`config.mk`:
```
export PLATFORM = sky130hd
export DESIGN_NAME = omd_decoder
export DESIGN_NICKNAME = d
export VERILOG_FILES = /design/src/rtl/omd_pkg.sv /design/src/rtl/omd_decoder.sv /design/src/rtl/omd_table.sv
export SDC_FILE = /design/constraint.sdc
export NUM_CORES = 1
export LEC_CHECK = 0
export ABC_CLOCK_PERIOD_IN_PS = 4100
export BUFFER_PORTS_ARGS = -buffer_cell sky130_fd_sc_hd__buf_2
export CELL_PAD_IN_SITES_DETAIL_PLACEMENT = 0
export CELL_PAD_IN_SITES_GLOBAL_PLACEMENT = 1
export CORE_UTILIZATION = 25
export CTS_CLUSTER_DIAMETER = 80
export DETAILED_ROUTE_END_ITERATION = 8
export PLACE_DENSITY_LB_ADDON = 0.1
export SLEW_MARGIN = 15
export SYNTH_ARGS = -nofsm -noshare
export SYNTH_HDL_FRONTEND = slang
export SYNTH_HIERARCHICAL = 1
export SYNTH_SLANG_ARGS = --single-unit
```
`constraint.sdc`:
```
create_clock -name i_core_clk -period 4.1 [get_ports i_core_clk]
set_input_delay 0.82 -clock i_core_clk [delete_from_list [all_inputs] [get_ports i_core_clk]]
set_output_delay 0.82 -clock i_core_clk [all_outputs]
set_load 0.05 [all_outputs]
```
`src/rtl/omd_pkg.sv`:
```
// Package for the opcode map decoder: modes, classes, decode record, timing.
// Assumes a single core clock domain.
package omd_pkg;
    localparam int OMD_OP_W = 8;
    localparam int OMD_NIB_W = 4;
    localparam int OMD_CYC_W = 4;
    localparam int OMD_LEN_W = 2;
    localparam int OMD_IDX_W = 4;
    localparam logic [3:0] OMD_HI_BITSET = 4'h1;
    localparam logic [3:0] OMD_HI_REL = 4'h2;
    localparam logic [3:0] OMD_HI_RMW_DIR = 4'h3;
    localparam logic [3:0] OMD_HI_RMW_ACC = 4'h4;
    localparam logic [3:0] OMD_HI_RMW_IDX = 4'h5;
    localparam logic [3:0] OMD_HI_RMW_IX1 = 4'h6;
    localparam logic [3:0] OMD_HI_RMW_IX = 4'h7;
    localparam logic [3:0] OMD_HI_CTL_A = 4'h8;
    localparam logic [3:0] OMD_HI_CTL_B = 4'h9;
    localparam logic [3:0] OMD_HI_IMM = 4'ha;
    localparam logic [3:0] OMD_HI_DIR = 4'hb;
    localparam logic [3:0] OMD_HI_EXT = 4'hc;
    localparam logic [3:0] OMD_HI_IX2 = 4'hd;
    localparam logic [3:0] OMD_HI_IX1 = 4'he;
    localparam logic [3:0] OMD_HI_IX = 4'hf;
    localparam logic [7:0] OMD_OP_INDEX_TO_ACC_MOVE = 8'h9f;
    localparam logic [7:0] OMD_OP_WAIT = 8'h8f;
    localparam logic [7:0] OMD_OP_STOP = 8'h8e;
    localparam logic [7:0] OMD_OP_MULTIPLY_OP = 8'h42;
    localparam logic [7:0] OMD_OP_SOFT_TRAP = 8'h83;
    localparam logic [7:0] OMD_OP_TRAP_RETURN = 8'h80;
    localparam logic [3:0] OMD_CYC_INDEX_TO_ACC_MOVE = 4'h2;
    localparam logic [3:0] OMD_CYC_MULTIPLY_OP = 4'hb;
    localparam logic [3:0] OMD_CYC_SOFT_TRAP = 4'ha;
    localparam logic [3:0] OMD_CYC_TRAP_RETURN = 4'h9;
    localparam logic [3:0] OMD_CYC_BIT_BRANCH = 4'h5;
    localparam logic [1:0] OMD_LEN_BIT_BRANCH = 2'h3;

    typedef enum logic [3:0] {
        OMD_MODE_IMPLIED = 4'h0,
        OMD_MODE_LITERAL = 4'h1,
        OMD_MODE_DIRECT = 4'h2,
        OMD_MODE_EXTENDED = 4'h3,
        OMD_MODE_IDX_WIDE = 4'h4,
        OMD_MODE_IDX_BYTE = 4'h5,
        OMD_MODE_IDX_ZERO = 4'h6,
        OMD_MODE_RELATIVE = 4'h7,
        OMD_MODE_DIR_REL = 4'h8
    } omd_mode_e;

    typedef enum logic [2:0] {
        OMD_CLS_BIT_BRANCH = 3'h0,
        OMD_CLS_BIT_SETCLR = 3'h1,
        OMD_CLS_BRANCH = 3'h2,
        OMD_CLS_RMW = 3'h3,
        OMD_CLS_CONTROL = 3'h4,
        OMD_CLS_REG_MEM = 3'h5
    } omd_class_e;

    typedef enum logic [4:0] {
        OMD_ST_IDLE = 5'b00001,
        OMD_ST_OPND_HI = 5'b00010,
        OMD_ST_OPND_LO = 5'b00100,
        OMD_ST_REL = 5'b01000,
        OMD_ST_DONE = 5'b10000
    } omd_state_e;

    typedef struct packed {
        logic legal;
        omd_class_e cls;
        omd_mode_e mode;
        logic [OMD_NIB_W-1:0] row;
        logic [OMD_LEN_W-1:0] len;
        logic [OMD_CYC_W-1:0] cycles;
    } omd_decode_s;

    typedef struct packed {
        logic clear_imask;
        logic halt_cpu_clk;
        logic halt_osc;
        logic irq_pin_enable;
        logic index_to_acc_move;
        logic keep_flags;
    } omd_ctl_s;
endpackage

```
`src/rtl/omd_decoder.sv`:
```
// Opcode map decoder: takes opcode and operand bytes, emits decode record,
// effective address, branch target and core control pulses.
// Assumes program memory presents one byte per i_byte_valid, in program order.
`timescale 1ns/100ps
module omd_decoder
    import omd_pkg::*;
#(
    parameter int ADDR_W = 16
) (
    input wire logic i_core_clk,
    input wire logic i_rst,
    input wire logic i_byte_valid,
    input wire logic [OMD_OP_W-1:0] i_byte,
    input wire logic [OMD_OP_W-1:0] i_index_reg,
    input wire logic [ADDR_W-1:0] i_pc_next,
    input wire logic i_branch_cond,
    output omd_decode_s o_dec,
    output omd_ctl_s o_ctl,
    output logic [ADDR_W-1:0] o_eff_addr,
    output logic [ADDR_W-1:0] o_branch_target,
    output logic o_branch_take,
    output logic o_done,
    output logic o_illegal
);
    omd_state_e state;
    omd_state_e next_state;
    omd_decode_s cur;
    omd_decode_s next_cur;
    omd_decode_s tab;
    omd_ctl_s next_ctl;
    logic [OMD_OP_W-1:0] hi_byte;
    logic [OMD_OP_W-1:0] next_hi_byte;
    logic [ADDR_W-1:0] next_eff_addr;
    logic [ADDR_W-1:0] next_branch_target;
    logic next_branch_take;
    logic next_done;
    logic next_illegal;

    function automatic logic [ADDR_W-1:0] rel_add(input logic [ADDR_W-1:0] base,
                                                  input logic [7:0] off);
        rel_add = base + {{(ADDR_W-8){off[7]}}, off};
    endfunction

    function automatic logic [ADDR_W-1:0] idx_add(input logic [ADDR_W-1:0] off,
                                                  input logic [7:0] idx);
        idx_add = off + {{(ADDR_W-8){1'b0}}, idx};
    endfunction

    omd_table u_table (
        .i_opcode(i_byte),
        .o_dec(tab)
    );

    always_comb begin
        next_state = state;
        next_cur = cur;
        next_hi_byte = hi_byte;
        next_eff_addr = o_eff_addr;
        next_branch_target = o_branch_target;
        next_branch_take = 1'b0;
        next_done = 1'b0;
        next_illegal = 1'b0;
        next_ctl = '0;
        case (state)
            OMD_ST_IDLE: begin
                if (i_byte_valid) begin
                    next_cur = tab;
                    next_eff_addr = '0;
                    if (!tab.legal) begin
                        next_illegal = 1'b1;
                        next_done = 1'b1;
                    end else if (tab.mode == OMD_MODE_RELATIVE) begin
                        next_state = OMD_ST_REL;
                    end else if (tab.mode == OMD_MODE_IDX_ZERO) begin
                        next_eff_addr = idx_add('0, i_index_reg);
                        next_done = 1'b1;
                    end else if (tab.len == 2'h1) begin
                        next_done = 1'b1;
                        case (i_byte)
                            OMD_OP_INDEX_TO_ACC_MOVE: begin
                                next_ctl.index_to_acc_move = 1'b1;
                                next_ctl.keep_flags = 1'b1;
                            end
                            OMD_OP_WAIT: begin
                                next_ctl.clear_imask = 1'b1;
                                next_ctl.halt_cpu_clk = 1'b1;
                            end
                            OMD_OP_STOP: begin
                                next_ctl.clear_imask = 1'b1;
                                next_ctl.halt_osc = 1'b1;
                                next_ctl.irq_pin_enable = 1'b1;
                            end
                            default: next_ctl = '0;
                        endcase
                    end else if (tab.len == 2'h3 && tab.mode != OMD_MODE_DIR_REL) begin
                        next_state = OMD_ST_OPND_HI;
                    end else begin
                        next_state = OMD_ST_OPND_LO;
                    end
                end
            end
            OMD_ST_OPND_HI: begin
                if (i_byte_valid) begin
                    next_hi_byte = i_byte;
                    next_state = OMD_ST_OPND_LO;
                end
            end
            OMD_ST_OPND_LO: begin
                if (i_byte_valid) begin
                    case (cur.mode)
                        OMD_MODE_EXTENDED:
                            next_eff_addr = ADDR_W'({hi_byte, i_byte});
                        OMD_MODE_IDX_WIDE:
                            next_eff_addr = idx_add(ADDR_W'({hi_byte, i_byte}),
                                                    i_index_reg);
                        OMD_MODE_IDX_BYTE:
                            next_eff_addr = idx_add(ADDR_W'(i_byte), i_index_reg);
                        default: next_eff_addr = ADDR_W'(i_byte);
                    endcase
                    if (cur.mode == OMD_MODE_DIR_REL) begin
                        next_state = OMD_ST_REL;
                    end else begin
                        next_state = OMD_ST_DONE;
                    end
                end
            end
            OMD_ST_REL: begin
                if (i_byte_valid) begin
                    next_branch_target = rel_add(i_pc_next, i_byte);
                    next_branch_take = i_branch_cond;
                    next_state = OMD_ST_DONE;
                end
            end
            OMD_ST_DONE: begin
                next_done = 1'b1;
                next_state = OMD_ST_IDLE;
            end
            default: next_state = OMD_ST_IDLE;
        endcase
        if (state == OMD_ST_DONE) begin
            next_branch_take = o_branch_take;
        end
    end

    always_ff @(posedge i_core_clk) begin
        if (i_rst) begin
            state <= OMD_ST_IDLE;
            cur <= '0;
            hi_byte <= '0;
            o_dec <= '0;
            o_ctl <= '0;
            o_eff_addr <= '0;
            o_branch_target <= '0;
            o_branch_take <= 1'b0;
            o_done <= 1'b0;
            o_illegal <= 1'b0;
        end else begin
            state <= next_state;
            cur <= next_cur;
            hi_byte <= next_hi_byte;
            o_dec <= next_cur;
            o_ctl <= next_ctl;
            o_eff_addr <= next_eff_addr;
            o_branch_target <= next_branch_target;
            o_branch_take <= next_branch_take;
            o_done <= next_done;
            o_illegal <= next_illegal;
        end
    end
endmodule

```
`src/rtl/omd_table.sv`:
```
// Combinational opcode table: class, mode, length, cycles, legality.
// Assumes the opcode byte is stable for the cycle it is looked up.
`timescale 1ns/100ps
module omd_table
    import omd_pkg::*;
(
    input wire logic [OMD_OP_W-1:0] i_opcode,
    output omd_decode_s o_dec
);
    logic [3:0] hi;
    logic [3:0] lo;
    logic ill;

    always_comb begin
        hi = i_opcode[7:4];
        lo = i_opcode[3:0];
        ill = 1'b0;
        o_dec = '0;
        o_dec.row = lo;
        case (hi)
            4'h0: begin
                o_dec.cls = OMD_CLS_BIT_BRANCH;
                o_dec.mode = OMD_MODE_DIR_REL;
                o_dec.len = OMD_LEN_BIT_BRANCH;
                o_dec.cycles = OMD_CYC_BIT_BRANCH;
            end
            OMD_HI_BITSET: begin
                o_dec.cls = OMD_CLS_BIT_SETCLR;
                o_dec.mode = OMD_MODE_DIRECT;
                o_dec.len = 2'h2;
                o_dec.cycles = 4'h5;
            end
            OMD_HI_REL: begin
                o_dec.cls = OMD_CLS_BRANCH;
                o_dec.mode = OMD_MODE_RELATIVE;
                o_dec.len = 2'h2;
                o_dec.cycles = 4'h3;
            end
            OMD_HI_RMW_DIR, OMD_HI_RMW_ACC, OMD_HI_RMW_IDX,
            OMD_HI_RMW_IX1, OMD_HI_RMW_IX: begin
                o_dec.cls = OMD_CLS_RMW;
                ill = (lo == 4'h1) || (lo == 4'h5) || (lo == 4'hb) || (lo == 4'he)
                    || (lo == 4'h2 && hi != OMD_HI_RMW_ACC)
                    || (lo == 4'h8 && (hi == OMD_HI_RMW_DIR || hi == OMD_HI_RMW_IDX
                        || hi == OMD_HI_RMW_IX1))
                    || (lo == 4'hc && hi != OMD_HI_RMW_DIR && hi != OMD_HI_RMW_IX);
                case (hi)
                    OMD_HI_RMW_DIR: begin
                        o_dec.mode = OMD_MODE_DIRECT;
                        o_dec.len = 2'h2;
                        o_dec.cycles = (lo == 4'hd) ? 4'h4 : 4'h5;
                    end
                    OMD_HI_RMW_IX1: begin
                        o_dec.mode = OMD_MODE_IDX_BYTE;
                        o_dec.len = 2'h2;
                        o_dec.cycles = (lo == 4'hd) ? 4'h5 : 4'h6;
                    end
                    OMD_HI_RMW_IX: begin
                        o_dec.mode = OMD_MODE_IDX_ZERO;
                        o_dec.len = 2'h1;
                        o_dec.cycles = (lo == 4'hd) ? 4'h4 : 4'h5;
                    end
                    default: begin
                        o_dec.mode = OMD_MODE_IMPLIED;
                        o_dec.len = 2'h1;
                        o_dec.cycles = (lo == 4'h2) ? OMD_CYC_MULTIPLY_OP : 4'h3;
                    end
                endcase
            end
            OMD_HI_CTL_A, OMD_HI_CTL_B: begin
                o_dec.cls = OMD_CLS_CONTROL;
                o_dec.mode = OMD_MODE_IMPLIED;
                o_dec.len = 2'h1;
                o_dec.cycles = 4'h2;
                if (hi == OMD_HI_CTL_A) begin
                    case (lo)
                        4'h0: o_dec.cycles = OMD_CYC_TRAP_RETURN;
                        4'h1: o_dec.cycles = 4'h6;
                        4'h3: o_dec.cycles = OMD_CYC_SOFT_TRAP;
                        4'he, 4'hf: o_dec.cycles = 4'h2;
                        default: ill = 1'b1;
                    endcase
                end else begin
                    ill = (lo < 4'h7) || (lo == 4'he);
                end
            end
            default: begin
                o_dec.cls = OMD_CLS_REG_MEM;
                ill = (lo == 4'h7 && hi == OMD_HI_IMM) || (lo == 4'hf && hi == OMD_HI_IMM)
                    || (lo == 4'hc && hi == OMD_HI_IMM);
                case (hi)
                    OMD_HI_IMM: begin
                        o_dec.mode = (lo == 4'hd) ? OMD_MODE_RELATIVE : OMD_MODE_LITERAL;
                        o_dec.len = 2'h2;
                        o_dec.cycles = (lo == 4'hd) ? 4'h6 : 4'h2;
                    end
                    OMD_HI_DIR: begin
                        o_dec.mode = OMD_MODE_DIRECT;
                        o_dec.len = 2'h2;
                        o_dec.cycles = 4'h3;
                    end
                    OMD_HI_EXT: begin
                        o_dec.mode = OMD_MODE_EXTENDED;
                        o_dec.len = 2'h3;
                        o_dec.cycles = 4'h4;
                    end
                    OMD_HI_IX2: begin
                        o_dec.mode = OMD_MODE_IDX_WIDE;
                        o_dec.len = 2'h3;
                        o_dec.cycles = 4'h5;
                    end
                    OMD_HI_IX1: begin
                        o_dec.mode = OMD_MODE_IDX_BYTE;
                        o_dec.len = 2'h2;
                        o_dec.cycles = 4'h4;
                    end
                    default: begin
                        o_dec.mode = OMD_MODE_IDX_ZERO;
                        o_dec.len = 2'h1;
                        o_dec.cycles = 4'h3;
                    end
                endcase
                if (hi != OMD_HI_IMM) begin
                    if (lo == 4'h7 || lo == 4'hf) begin
                        o_dec.cycles = o_dec.cycles + 4'h1;
                    end else if (lo == 4'hc) begin
                        o_dec.cycles = o_dec.cycles - 4'h1;
                    end else if (lo == 4'hd) begin
                        o_dec.cycles = o_dec.cycles + 4'h2;
                    end
                end
            end
        endcase
        o_dec.legal = ~ill;
        if (ill) begin
            o_dec.len = 2'h1;
            o_dec.cycles = 4'h1;
        end
    end
endmodule
```
After elaboration in Yosys (flattened, before gate mapping)

Cells that the tools add are included.

Register bits after elaboration: 72
Input bits: 36
Output and inout bits: 59
Logic and storage cells: 172

Add/sub/neg operators: 6
Magnitude comparators: 1
Equality and inequality tests: 53
Multiplexer cells: 53
Bitwise gates (word level): 4
Reductions and logical operators: 36

Operator list:

| operator                                             | number |
|---|---|
| one-hot mux 6 bit (5 select lines)                   | 2 |
| equality test 4 bit (second input constant)          | 14 |
| one-hot mux 16 bit (3 select lines)                  | 1 |
| 2-to-1 mux 5 bit                                     | 9 |
| equality test 4 x 3 -> 1 bit (second input constant) | 10 |
| one-hot mux 7 bit (5 select lines)                   | 1 |
| 2-to-1 mux 16 bit                                    | 2 |
| one-hot mux 16 bit (2 select lines)                  | 1 |
| equality test 8 bit (second input constant)          | 3 |
| 2-to-1 mux 4 bit                                     | 6 |
| 2-to-1 mux 8 bit                                     | 3 |
| equality test 4 x 2 -> 1 bit (second input constant) | 5 |
| one-hot mux 4 bit (5 select lines)                   | 1 |
| one-hot mux 5 bit (4 select lines)                   | 1 |
| one-hot mux 6 bit (3 select lines)                   | 1 |
| adder 16 bit                                         | 1 |
| adder 16 x 8 -> 16 bit                               | 1 |
| 2-to-1 mux 1 bit                                     | 13 |
| logical OR 1 bit                                     | 12 |
| 2-to-1 mux 6 bit                                     | 2 |
| one-hot mux 4 bit (3 select lines)                   | 1 |
| inequality test 2 bit (second input constant)        | 5 |
| OR reduction 10 bit                                  | 1 |
| OR reduction 5 bit                                   | 2 |
| 32 further kinds                                     | 55 |

Logic depth before layout (Yosys ltp)

Gate-level depths: netlist of run 1.

Word-level depth: 20
Gate-level depth with buffers: 12
Mapped depth without buffers: 11

Modules after synthesis

The synthesis of run 1 kept the hierarchy.

By module, submodules not included:

| module      | instances | cells an instance | area each (µm²) |
|---|---|---|---|
| omd_decoder | 1         | 543               | 4,271.6 |
| omd_table   | 1         | 146               | 899.6 |

Worst setup path before layout of run 1

OpenSTA, ideal clock, no wires.

Kind: input-to-reg
From: in i_byte[1]
To: reg o_ctl[4] (netlist name)
Setup time: 59 ps
Arrival: 3,097 ps
Data required time: 4,041 ps
Path slack: 944 ps
Stages: 12
Cell sequence: buf_2 -> nor4bb_1 -> nor2_1 -> or2_1 -> a21oi_2 -> a2111o_1 -> nor2b_1 -> and3_1 -> nand3_1 -> or4_1 -> nor2_1 -> and2_1

RTL lines:

| what                 | line               | source |
|---|---|---|
| start, declared      | omd_decoder.sv:13  | `input wire logic [OMD_OP_W-1:0] i_byte,` |
| end signal, assigned | omd_decoder.sv:162 | `o_ctl <= next_ctl;` |
| end, declared        | omd_decoder.sv:18  | `output omd_ctl_s o_ctl,` |

Worst setup path after layout of run 1

From: in i_byte[4]
To: reg o_eff_addr[0]

Word-level cells in the longest chain between the ends: 10
Elaborated cells between the ends (all ways): 47
Those cells by class: eq/ne: 19; mux: 10; reduce/logical: 18

RTL lines:

| what                                                                     | line               | source |
|---|---|---|
| parallel branches: the longest is 7 deep, another holds 2-to-1 mux 8 bit | -                  |  |
| 2-to-1 mux 8 bit (*)                                                     | omd_decoder.sv:69  | `if (!tab.legal) begin` |
| 2-to-1 mux 16 bit (*)                                                    | omd_decoder.sv:66  | `if (i_byte_valid) begin` |
| one-hot mux 16 bit (2 select lines) (*)                                  | omd_decoder.sv:64  | `case (state)` |
| end signal, assigned                                                     | omd_decoder.sv:163 | `o_eff_addr <= next_eff_addr;` |
| end, declared                                                            | omd_decoder.sv:19  | `output logic [ADDR_W-1:0] o_eff_addr,` |

Every way passes the cells marked *. The select of a mux whose other input is x is not followed.
A chain may end at the register's enable or synchronous reset.

==> impl_metrics.py, run 1 <==
metrics = {
    "run_status": {
        "status": "complete, no violations",
    },
    "synthesis": {
        "synth_cell_type_count": 76,
        "synth_edf_count": 0,
        "netlist_area_um2": 5170,
        "avgSynthCellArea_um2": 7.51,
        "syn_inst": 689,
        "synth_nets": 755,
        "synth_top_flop_cell": "dfxtp_1",
        "seq_area_frac_synth_pct": 27.1,
        "ys_ff_latch": 70,
        "ys.warnings.count": 6,
        "async_flop_share_pct": 0,
    },
    "global_routing": {
        "overflow": 0,
        "track_usage_pct": 17.5,
        "grt_pass1_wl_um": 29200,
        "grt_pass1_vias": 5246,
        "grt_max_degree": 43,
        "antenna_found_initial": 0,
    },
    "sta": {
        "finalHoldViolations": 0,
        "final_max_slew_viol_count": 0,
        "rsz0062_at_grt": "no",
        "timing.hold.ws_ps": 446,
        "clock.fmax_ghz": 0.291,
        "relSlewSlack_pct": 51.9,
        "setup_viol": 0,
        "fin_tns_setup_ps": 0,
        "min_period_ps": 3430,
        "tightest_slew_ps": 715,
        "clock_skew_ps": 8.87,
        "min_period_over_period_pct": 83.7,
    },
    "finish": {
        "final_cell_area_um2": 6200,
        "layout-drive-gt1-share_pct": 19.1,
        "layout_commonest_cell": "nand2_1",
        "fin_nets": 831,
        "antenna_cells": 0,
        "area_growth_pct": 19.9,
        "layout_common_cells": "nand2_1, buf_2, dfxtp_1, a21oi_1, nor2_1",
        "fin_util_pct": 30.6,
    },
    "detailed_routing": {
        "wirelength_um": 18200,
        "firstDrtPassIters": 5,
        "vias_per_cell": 5.16,
        "drc": 0,
        "drtIter0Drc": 312,
        "antenna_left": 0,
        "routedWlPerCell_um": 17.5,
        "via_count": 5369,
    },
    "worst_hold_path": {
        "worst_hold_path.num_cells": 2,
        "hold_class": "flip-flop to flip-flop",
        "min_from": "o_branch_target[3]",
        "holdPathEnd": "o_branch_target[3]",
    },
    "cts": {
        "cts-resized-gates": 0,
        "htreeDepth": 3,
        "cts_made_buffers": 9,
        "cts.sinks": 70,
        "clk_path_buf_depth": 2,
        "post_cts_buffers": 0,
        "clk_latency_ps": 350,
        "cts_tree": "built",
        "holdBufCountCts": 0,
        "cts-root-buf": "clkbuf_16",
        "cts.clk_slew.worst_paths_ps": 60,
    },
    "power": {
        "p_per_area_nw_per_um2": 432,
        "fin_total_pwr_mw": 2.68,
        "p_leak_nw": 2.59,
        "irDropWorstVdd_uv": 178,
    },
    "flow_run": {
        "maxCapViolCount": 0,
    },
    "critical_path": {
        "crit_required_ps": 4370,
        "path_max_fanout": 17,
        "end_kind": "flip-flop",
        "path_class": "primary input to flip-flop",
        "path_common_cell": "nor3_1",
        "reg2regPathDepth": 5,
        "path_cells": "buf_2 -> and2_1 -> o21ai_1 -> a32o_1 -> o221a_4 -> nor2_1 -> inv_1 -> nor3_1 -> and2_0 -> a221oi_1 -> nor3_1",
        "startpoint": "i_byte[4]",
        "critical_path_arrival_ps": 3700,
        "r2r_end": "o_eff_addr[15]",
        "crit_path_top_delay_cell": "nor3_1",
        "worstSetupStartpointType": "primary input",
        "worstReg2RegStart": "cur[12]",
        "cp_slowest_stage_delay_ps": 440,
        "rrSetupSlack_ps": 1530,
    },
    "floorplan": {
        "num_rows": 52,
        "die_h_um": 146,
        "floorplan.initialDensity_pct": 25.6,
        "io_pins": 95,
        "die-width_um": 146,
        "die_area_um2": 21300,
        "fp.coreArea_um2": 20200,
    },
    "placed_design": {
        "gp_routability_congestion": 0.855,
        "hpwlAfterDp_um": 13700,
        "io_buffer_count": 94,
        "placed_area_um2": 5910,
    },
}
per-stage QoR:
stage	setup WS, ps	std cells
3_3_place_gp	360	1024
6_report	666	1040
4_1_cts	684	1040
3_5_place_dp	349	1024
2_1_floorplan	944	689
5_1_grt	402	1040
synth_stat cells (all sizes together), types with 9 or more instances:
master	instances	area share, %
a21o	11	1.6
a21oi	61	6.0
a31oi	9	1.1
buf	20	2.3
clkbuf	29	2.1
dfxtp	70	27
ha	28	6.8
inv	19	1.4
mux2i	11	2.1
nand2	98	7.1
nand2b	9	1.1
nand3	21	2.0
nand3b	10	1.5
nor2	51	3.7
nor2b	9	1.1
nor3	24	2.3
nor4	9	1.1
o21ai	35	3.4
xnor2	11	1.9
layer usage:
| layer | wire (um) | vias up | track usage, % |
|---|---|---|---|
| met3 | 566 | 18 | 2.57 |
| met2 | 8630 | 99 | 29.6 |
| met1 | 8730 | 2577 | 22.8 |
| met4 | 287 | 0 | 5.63 |
| li1 | - | 2675 | - |
| met5 | 0 | - | 0 |
state kept, by name (all words and copies together), names as in the netlist:
signal           cells
o_eff_addr          16
o_done               1
o_ctl                4
o_branch_target     16
o_branch_take        1
cur                 18
hi_byte              8
state                5
o_illegal            1
power by group:
group | internal, mW | switching, mW | leakage, nW
logic | 0.315 | 0.741 | 1.88
clock network | 0.423 | 0.355 | 0.135
registers | 0.761 | 0.0858 | 0.568
total | 1.50 | 1.18 | 2.59
worst max-delay path: cells and delay by family:
family | cells | cell delay, ps
buffers and inverters | 2 | 390
AO/OA/AOI/OAI | 4 | 790
AND/OR/NAND/NOR | 5 | 1670
worst max path at each step:
stage / end / slack [ps]
after floorplan: o_ctl[4] / 940
after global placement: o_eff_addr[0] / 360
after detailed placement: o_eff_addr[0] / 350
after CTS: o_eff_addr[0] / 680
after global routing: o_eff_addr[2] / 400
final: o_eff_addr[0] / 670
kinds of logic after synthesis:
| kind of cell | count (synthesis) | share of synthesized area [%] |
|---|---|---|
| AND/OR/NAND/NOR | 295 | 29.4 |
| AO/OA/AOI/OAI | 198 | 25.2 |
| flip-flops | 70 | 27.1 |
| buffers and inverters | 68 | 5.76 |
| adder cells (fa/ha/maj) | 30 | 7.55 |
| XOR/XNOR | 17 | 2.88 |
| multiplexers | 11 | 2.13 |
final cells by class:
class                           count  area [um2]
Sequential cell                    70        1400
Multi-Input combinational cell    551        3480
Fill cell                        2240       14000
Timing Repair Buffer              114         621
Inverter                           19        71.3
Clock buffer                        9         225
Tap cell                          270         338
Clock inverter                      7        61.3
(Power assumes the default switching activity.)
==> run 2, diff against run 1 <==
--- a/config.mk
+++ b/config.mk
@@ -5,7 +5,8 @@
 export SDC_FILE = /design/constraint.sdc
 export NUM_CORES = 1
 export LEC_CHECK = 0
-export ABC_CLOCK_PERIOD_IN_PS = 4100
+export ABC_AREA = 1
+export ABC_CLOCK_PERIOD_IN_PS = 3600
 export BUFFER_PORTS_ARGS = -buffer_cell sky130_fd_sc_hd__buf_2
 export CELL_PAD_IN_SITES_DETAIL_PLACEMENT = 0
 export CELL_PAD_IN_SITES_GLOBAL_PLACEMENT = 1
==> constraint.sdc (replaced) <==
create_clock -name i_core_clk -period 3.6 [get_ports i_core_clk]
set_input_delay 0.72 -clock i_core_clk [delete_from_list [all_inputs] [get_ports i_core_clk]]
set_output_delay 0.72 -clock i_core_clk [all_outputs]
set_load 0.05 [all_outputs]
==> run 2 against run 1 <==
  * Area after synthesis did not move
  * Sequential power rose by 9.6%
  * Clock power rose by 19%
  * Register-to-register slack got worse by 160 ps
  * Non-clock buffer count fell by 10
  * Combinational power rose by 8%
  * Via count fell by 0.67%
  * Routed wire length fell by 0.61%
  * Synthesized cell count rose by 16%
  * Critical path type unchanged
  * Largest cell class unchanged
==> impl_metrics.py, run 2 <==
metrics = {
    "run_status": {
        "status": "complete, no violations",
    },
    "sta": {
        "rsz0062_at_grt": "no",
        "clock_skew_ps": 7.97,
        "clock.fmax_ghz": 0.365,
        "finalHoldViolations": 0,
        "relSlewSlack_pct": 51.9,
        "fin_tns_setup_ps": 0,
        "final_max_slew_viol_count": 0,
        "min_period_over_period_pct": 76.1,
        "min_period_ps": 2740,
        "setup_viol": 0,
        "tightest_slew_ps": 712,
    },
    "floorplan": {
        "fp.coreArea_um2": 20200,
        "floorplan.initialDensity_pct": 25.6,
        "num_rows": 52,
        "die-width_um": 146,
        "die_area_um2": 21300,
        "io_pins": 95,
        "die_h_um": 146,
    },
    "synthesis": {
        "seq_area_frac_synth_pct": 27.1,
        "ys.warnings.count": 6,
        "syn_inst": 799,
        "synth_edf_count": 0,
        "synth_most_common_cell": "nand2_1",
        "async_flop_share_pct": 0,
        "synth_nets": 865,
        "netlist_area_um2": 5170,
        "synth_top_area_share_pct": 27.1,
        "synth_cell_type_count": 45,
        "yosysTopAreaCell": "dfxtp_1",
        "avgSynthCellArea_um2": 6.47,
        "yosys-top-cells-count": "nand2_1, inv_1, a21oi_1, dfxtp_1, nor2_1",
        "synth_top_flop_cell": "dfxtp_1",
        "ys_ff_latch": 70,
        "synth.top_cells.by_area": "dfxtp_1, nand2_1, a21oi_1, ha_1, inv_1",
    },
    "placed_design": {
        "io_buffer_count": 94,
        "gp_routability_congestion": 0.842,
        "hpwlAfterDp_um": 13900,
    },
    "detailed_routing": {
        "drtIter0Drc": 266,
        "drc": 0,
        "routedWlPerCell_um": 15.6,
        "via_count": 5333,
        "antenna_left": 0,
        "vias_per_cell": 4.60,
        "wirelength_um": 18100,
        "firstDrtPassIters": 6,
    },
    "cts": {
        "clk_path_buf_depth": 2,
        "post_cts_buffers": 0,
        "cts_tree": "built",
        "cts-root-buf": "clkbuf_16",
        "cts.clk_slew.worst_paths_ps": 60,
        "htreeDepth": 3,
        "holdBufCountCts": 0,
        "cts-resized-gates": 0,
        "clk_latency_ps": 340,
        "cts_made_buffers": 9,
        "cts.sinks": 70,
    },
    "power": {
        "p_per_area_nw_per_um2": 488,
        "fin_total_pwr_mw": 3.01,
        "irDropWorstVdd_uv": 209,
        "p_leak_nw": 3.00,
    },
    "critical_path": {
        "cp_slowest_stage_delay_ps": 220,
        "cp_top_family": "simple AND/OR/NAND/NOR gates",
        "path_common_cell": "nand2_1",
        "path_buf_inv": 3,
        "crit_path_top_delay_cell": "buf_2",
        "end_kind": "flip-flop",
        "crit_required_ps": 3830,
        "path_class": "primary input to flip-flop",
        "path_max_fanout": 12,
        "critical_path_arrival_ps": 2970,
        "path_cells": "buf_2 -> inv_1 -> nand2_2 -> nor2_4 -> nor2_1 -> o21ai_0 -> nand2_2 -> o211ai_1 -> inv_1 -> nor2_1 -> nand2_1 -> nand3_1 -> nand2_1 -> nand2_1 -> nand2_1 -> o21ai_0 -> a21oi_1",
        "worstSetupStartpointType": "primary input",
    },
    "finish": {
        "antenna_cells": 0,
        "largest_register": "cur",
        "layout_commonest_cell": "nand2_1",
        "fin_nets": 950,
        "layout-drive-gt1-share_pct": 17.9,
        "n_fill_cell": 2275,
        "fin_util_pct": 30.5,
        "area_growth_pct": 19.2,
        "largest_reg_flops": 18,
        "layout_common_cells": "nand2_1, buf_2, inv_1, a21oi_1, dfxtp_1",
        "reg_top3": "cur (18), o_branch_target (16), o_eff_addr (16)",
    },
    "worst_hold_path": {
        "hold_class": "flip-flop to flip-flop",
    },
    "global_routing": {
        "grt_pass1_vias": 5185,
        "overflow": 0,
        "grt_max_degree": 39,
        "track_usage_pct": 17.4,
        "grt_pass1_wl_um": 28500,
        "antenna_found_initial": 0,
    },
    "flow_run": {
        "maxCapViolCount": 0,
    },
}
-- run 2: cell count changes in the layout (fill, tap and decap cells not counted), moves of 10 or more --
cell	change
nor2_1	+10
inv_1	+73
mux2i_1	-11
a21oi_1	+24
nor3_1	-14
nand3_1	+37
buf_4	-10
inv_2	+11
nand2_1	+91
o21ai_0	+17
-- run 2: logic make-up after synthesis --
| group | count (synthesis) | synth area share [%] |
|---|---|---|
| adders and majority gates | 30 | 7.55 |
| and+or+nand+nor | 364 | 31.5 |
| xor gates and xnor gates | 13 | 2.20 |
| buffers and inverters | 135 | 11.3 |
| AOI/OAI and AO/OA | 187 | 20.3 |
| DFF | 70 | 27.1 |
-- run 2: path summary, 6_finish.rpt --
check        slack [ps]            from             end  cells after the start
max                 860       i_byte[1]        state[2]                     17
min                 460  o_eff_addr[10]  o_eff_addr[10]                      2
max reg2reg        1370        state[1]   o_eff_addr[0]                      7
min reg2reg         460  o_eff_addr[10]  o_eff_addr[10]                      2
-- run 2: final cells by class --
class                   count  area (um2)  share of cell area, %
multi-input cells         594        3190                   51.7
well taps                 270         338                   5.48
clock inverters             6        70.1                   1.14
inverters                 105         397                   6.43
repair buffers            104         546                   8.85
clock buffers              10         229                   3.71
flip-flops and latches     70        1400                   22.7
-- run 2: routing by layer --
metal | track usage, % | wire (um) | vias to the layer above
met3 | 3.01 | 538 | 10
met4 | 4.53 | 166 | 0
met2 | 29.4 | 8800 | 80
met5 | 0 | 0 | -
li1 | - | - | 2822
met1 | 22.6 | 8600 | 2421
-- run 2: through the flow --
stage          cells  area, um2  hold WS (ps)  worst slack, ps
3_3_place_gp    1143       5870           452              566
5_1_grt         1159       6170           491              531
6_report        1159       6170           461              859
3_5_place_dp    1143       5870           455              496
2_1_floorplan    799       5170           458             1080
4_1_cts         1159       6170           465              871
-- run 2: report_power, final --
group | total (mW) | switching [mW] | internal, mW
combinational | 1.15 | 0.851 | 0.298
sequential | 0.928 | 0.0588 | 0.869
clock | 0.929 | 0.387 | 0.542
total | 3.01 | 1.30 | 1.71
-- run 2: worst min-delay path, cell delays in order (launching register included) --
cell	delay [ps]
dfxtp_1	310
nand2_1	60
a21oi_1	50
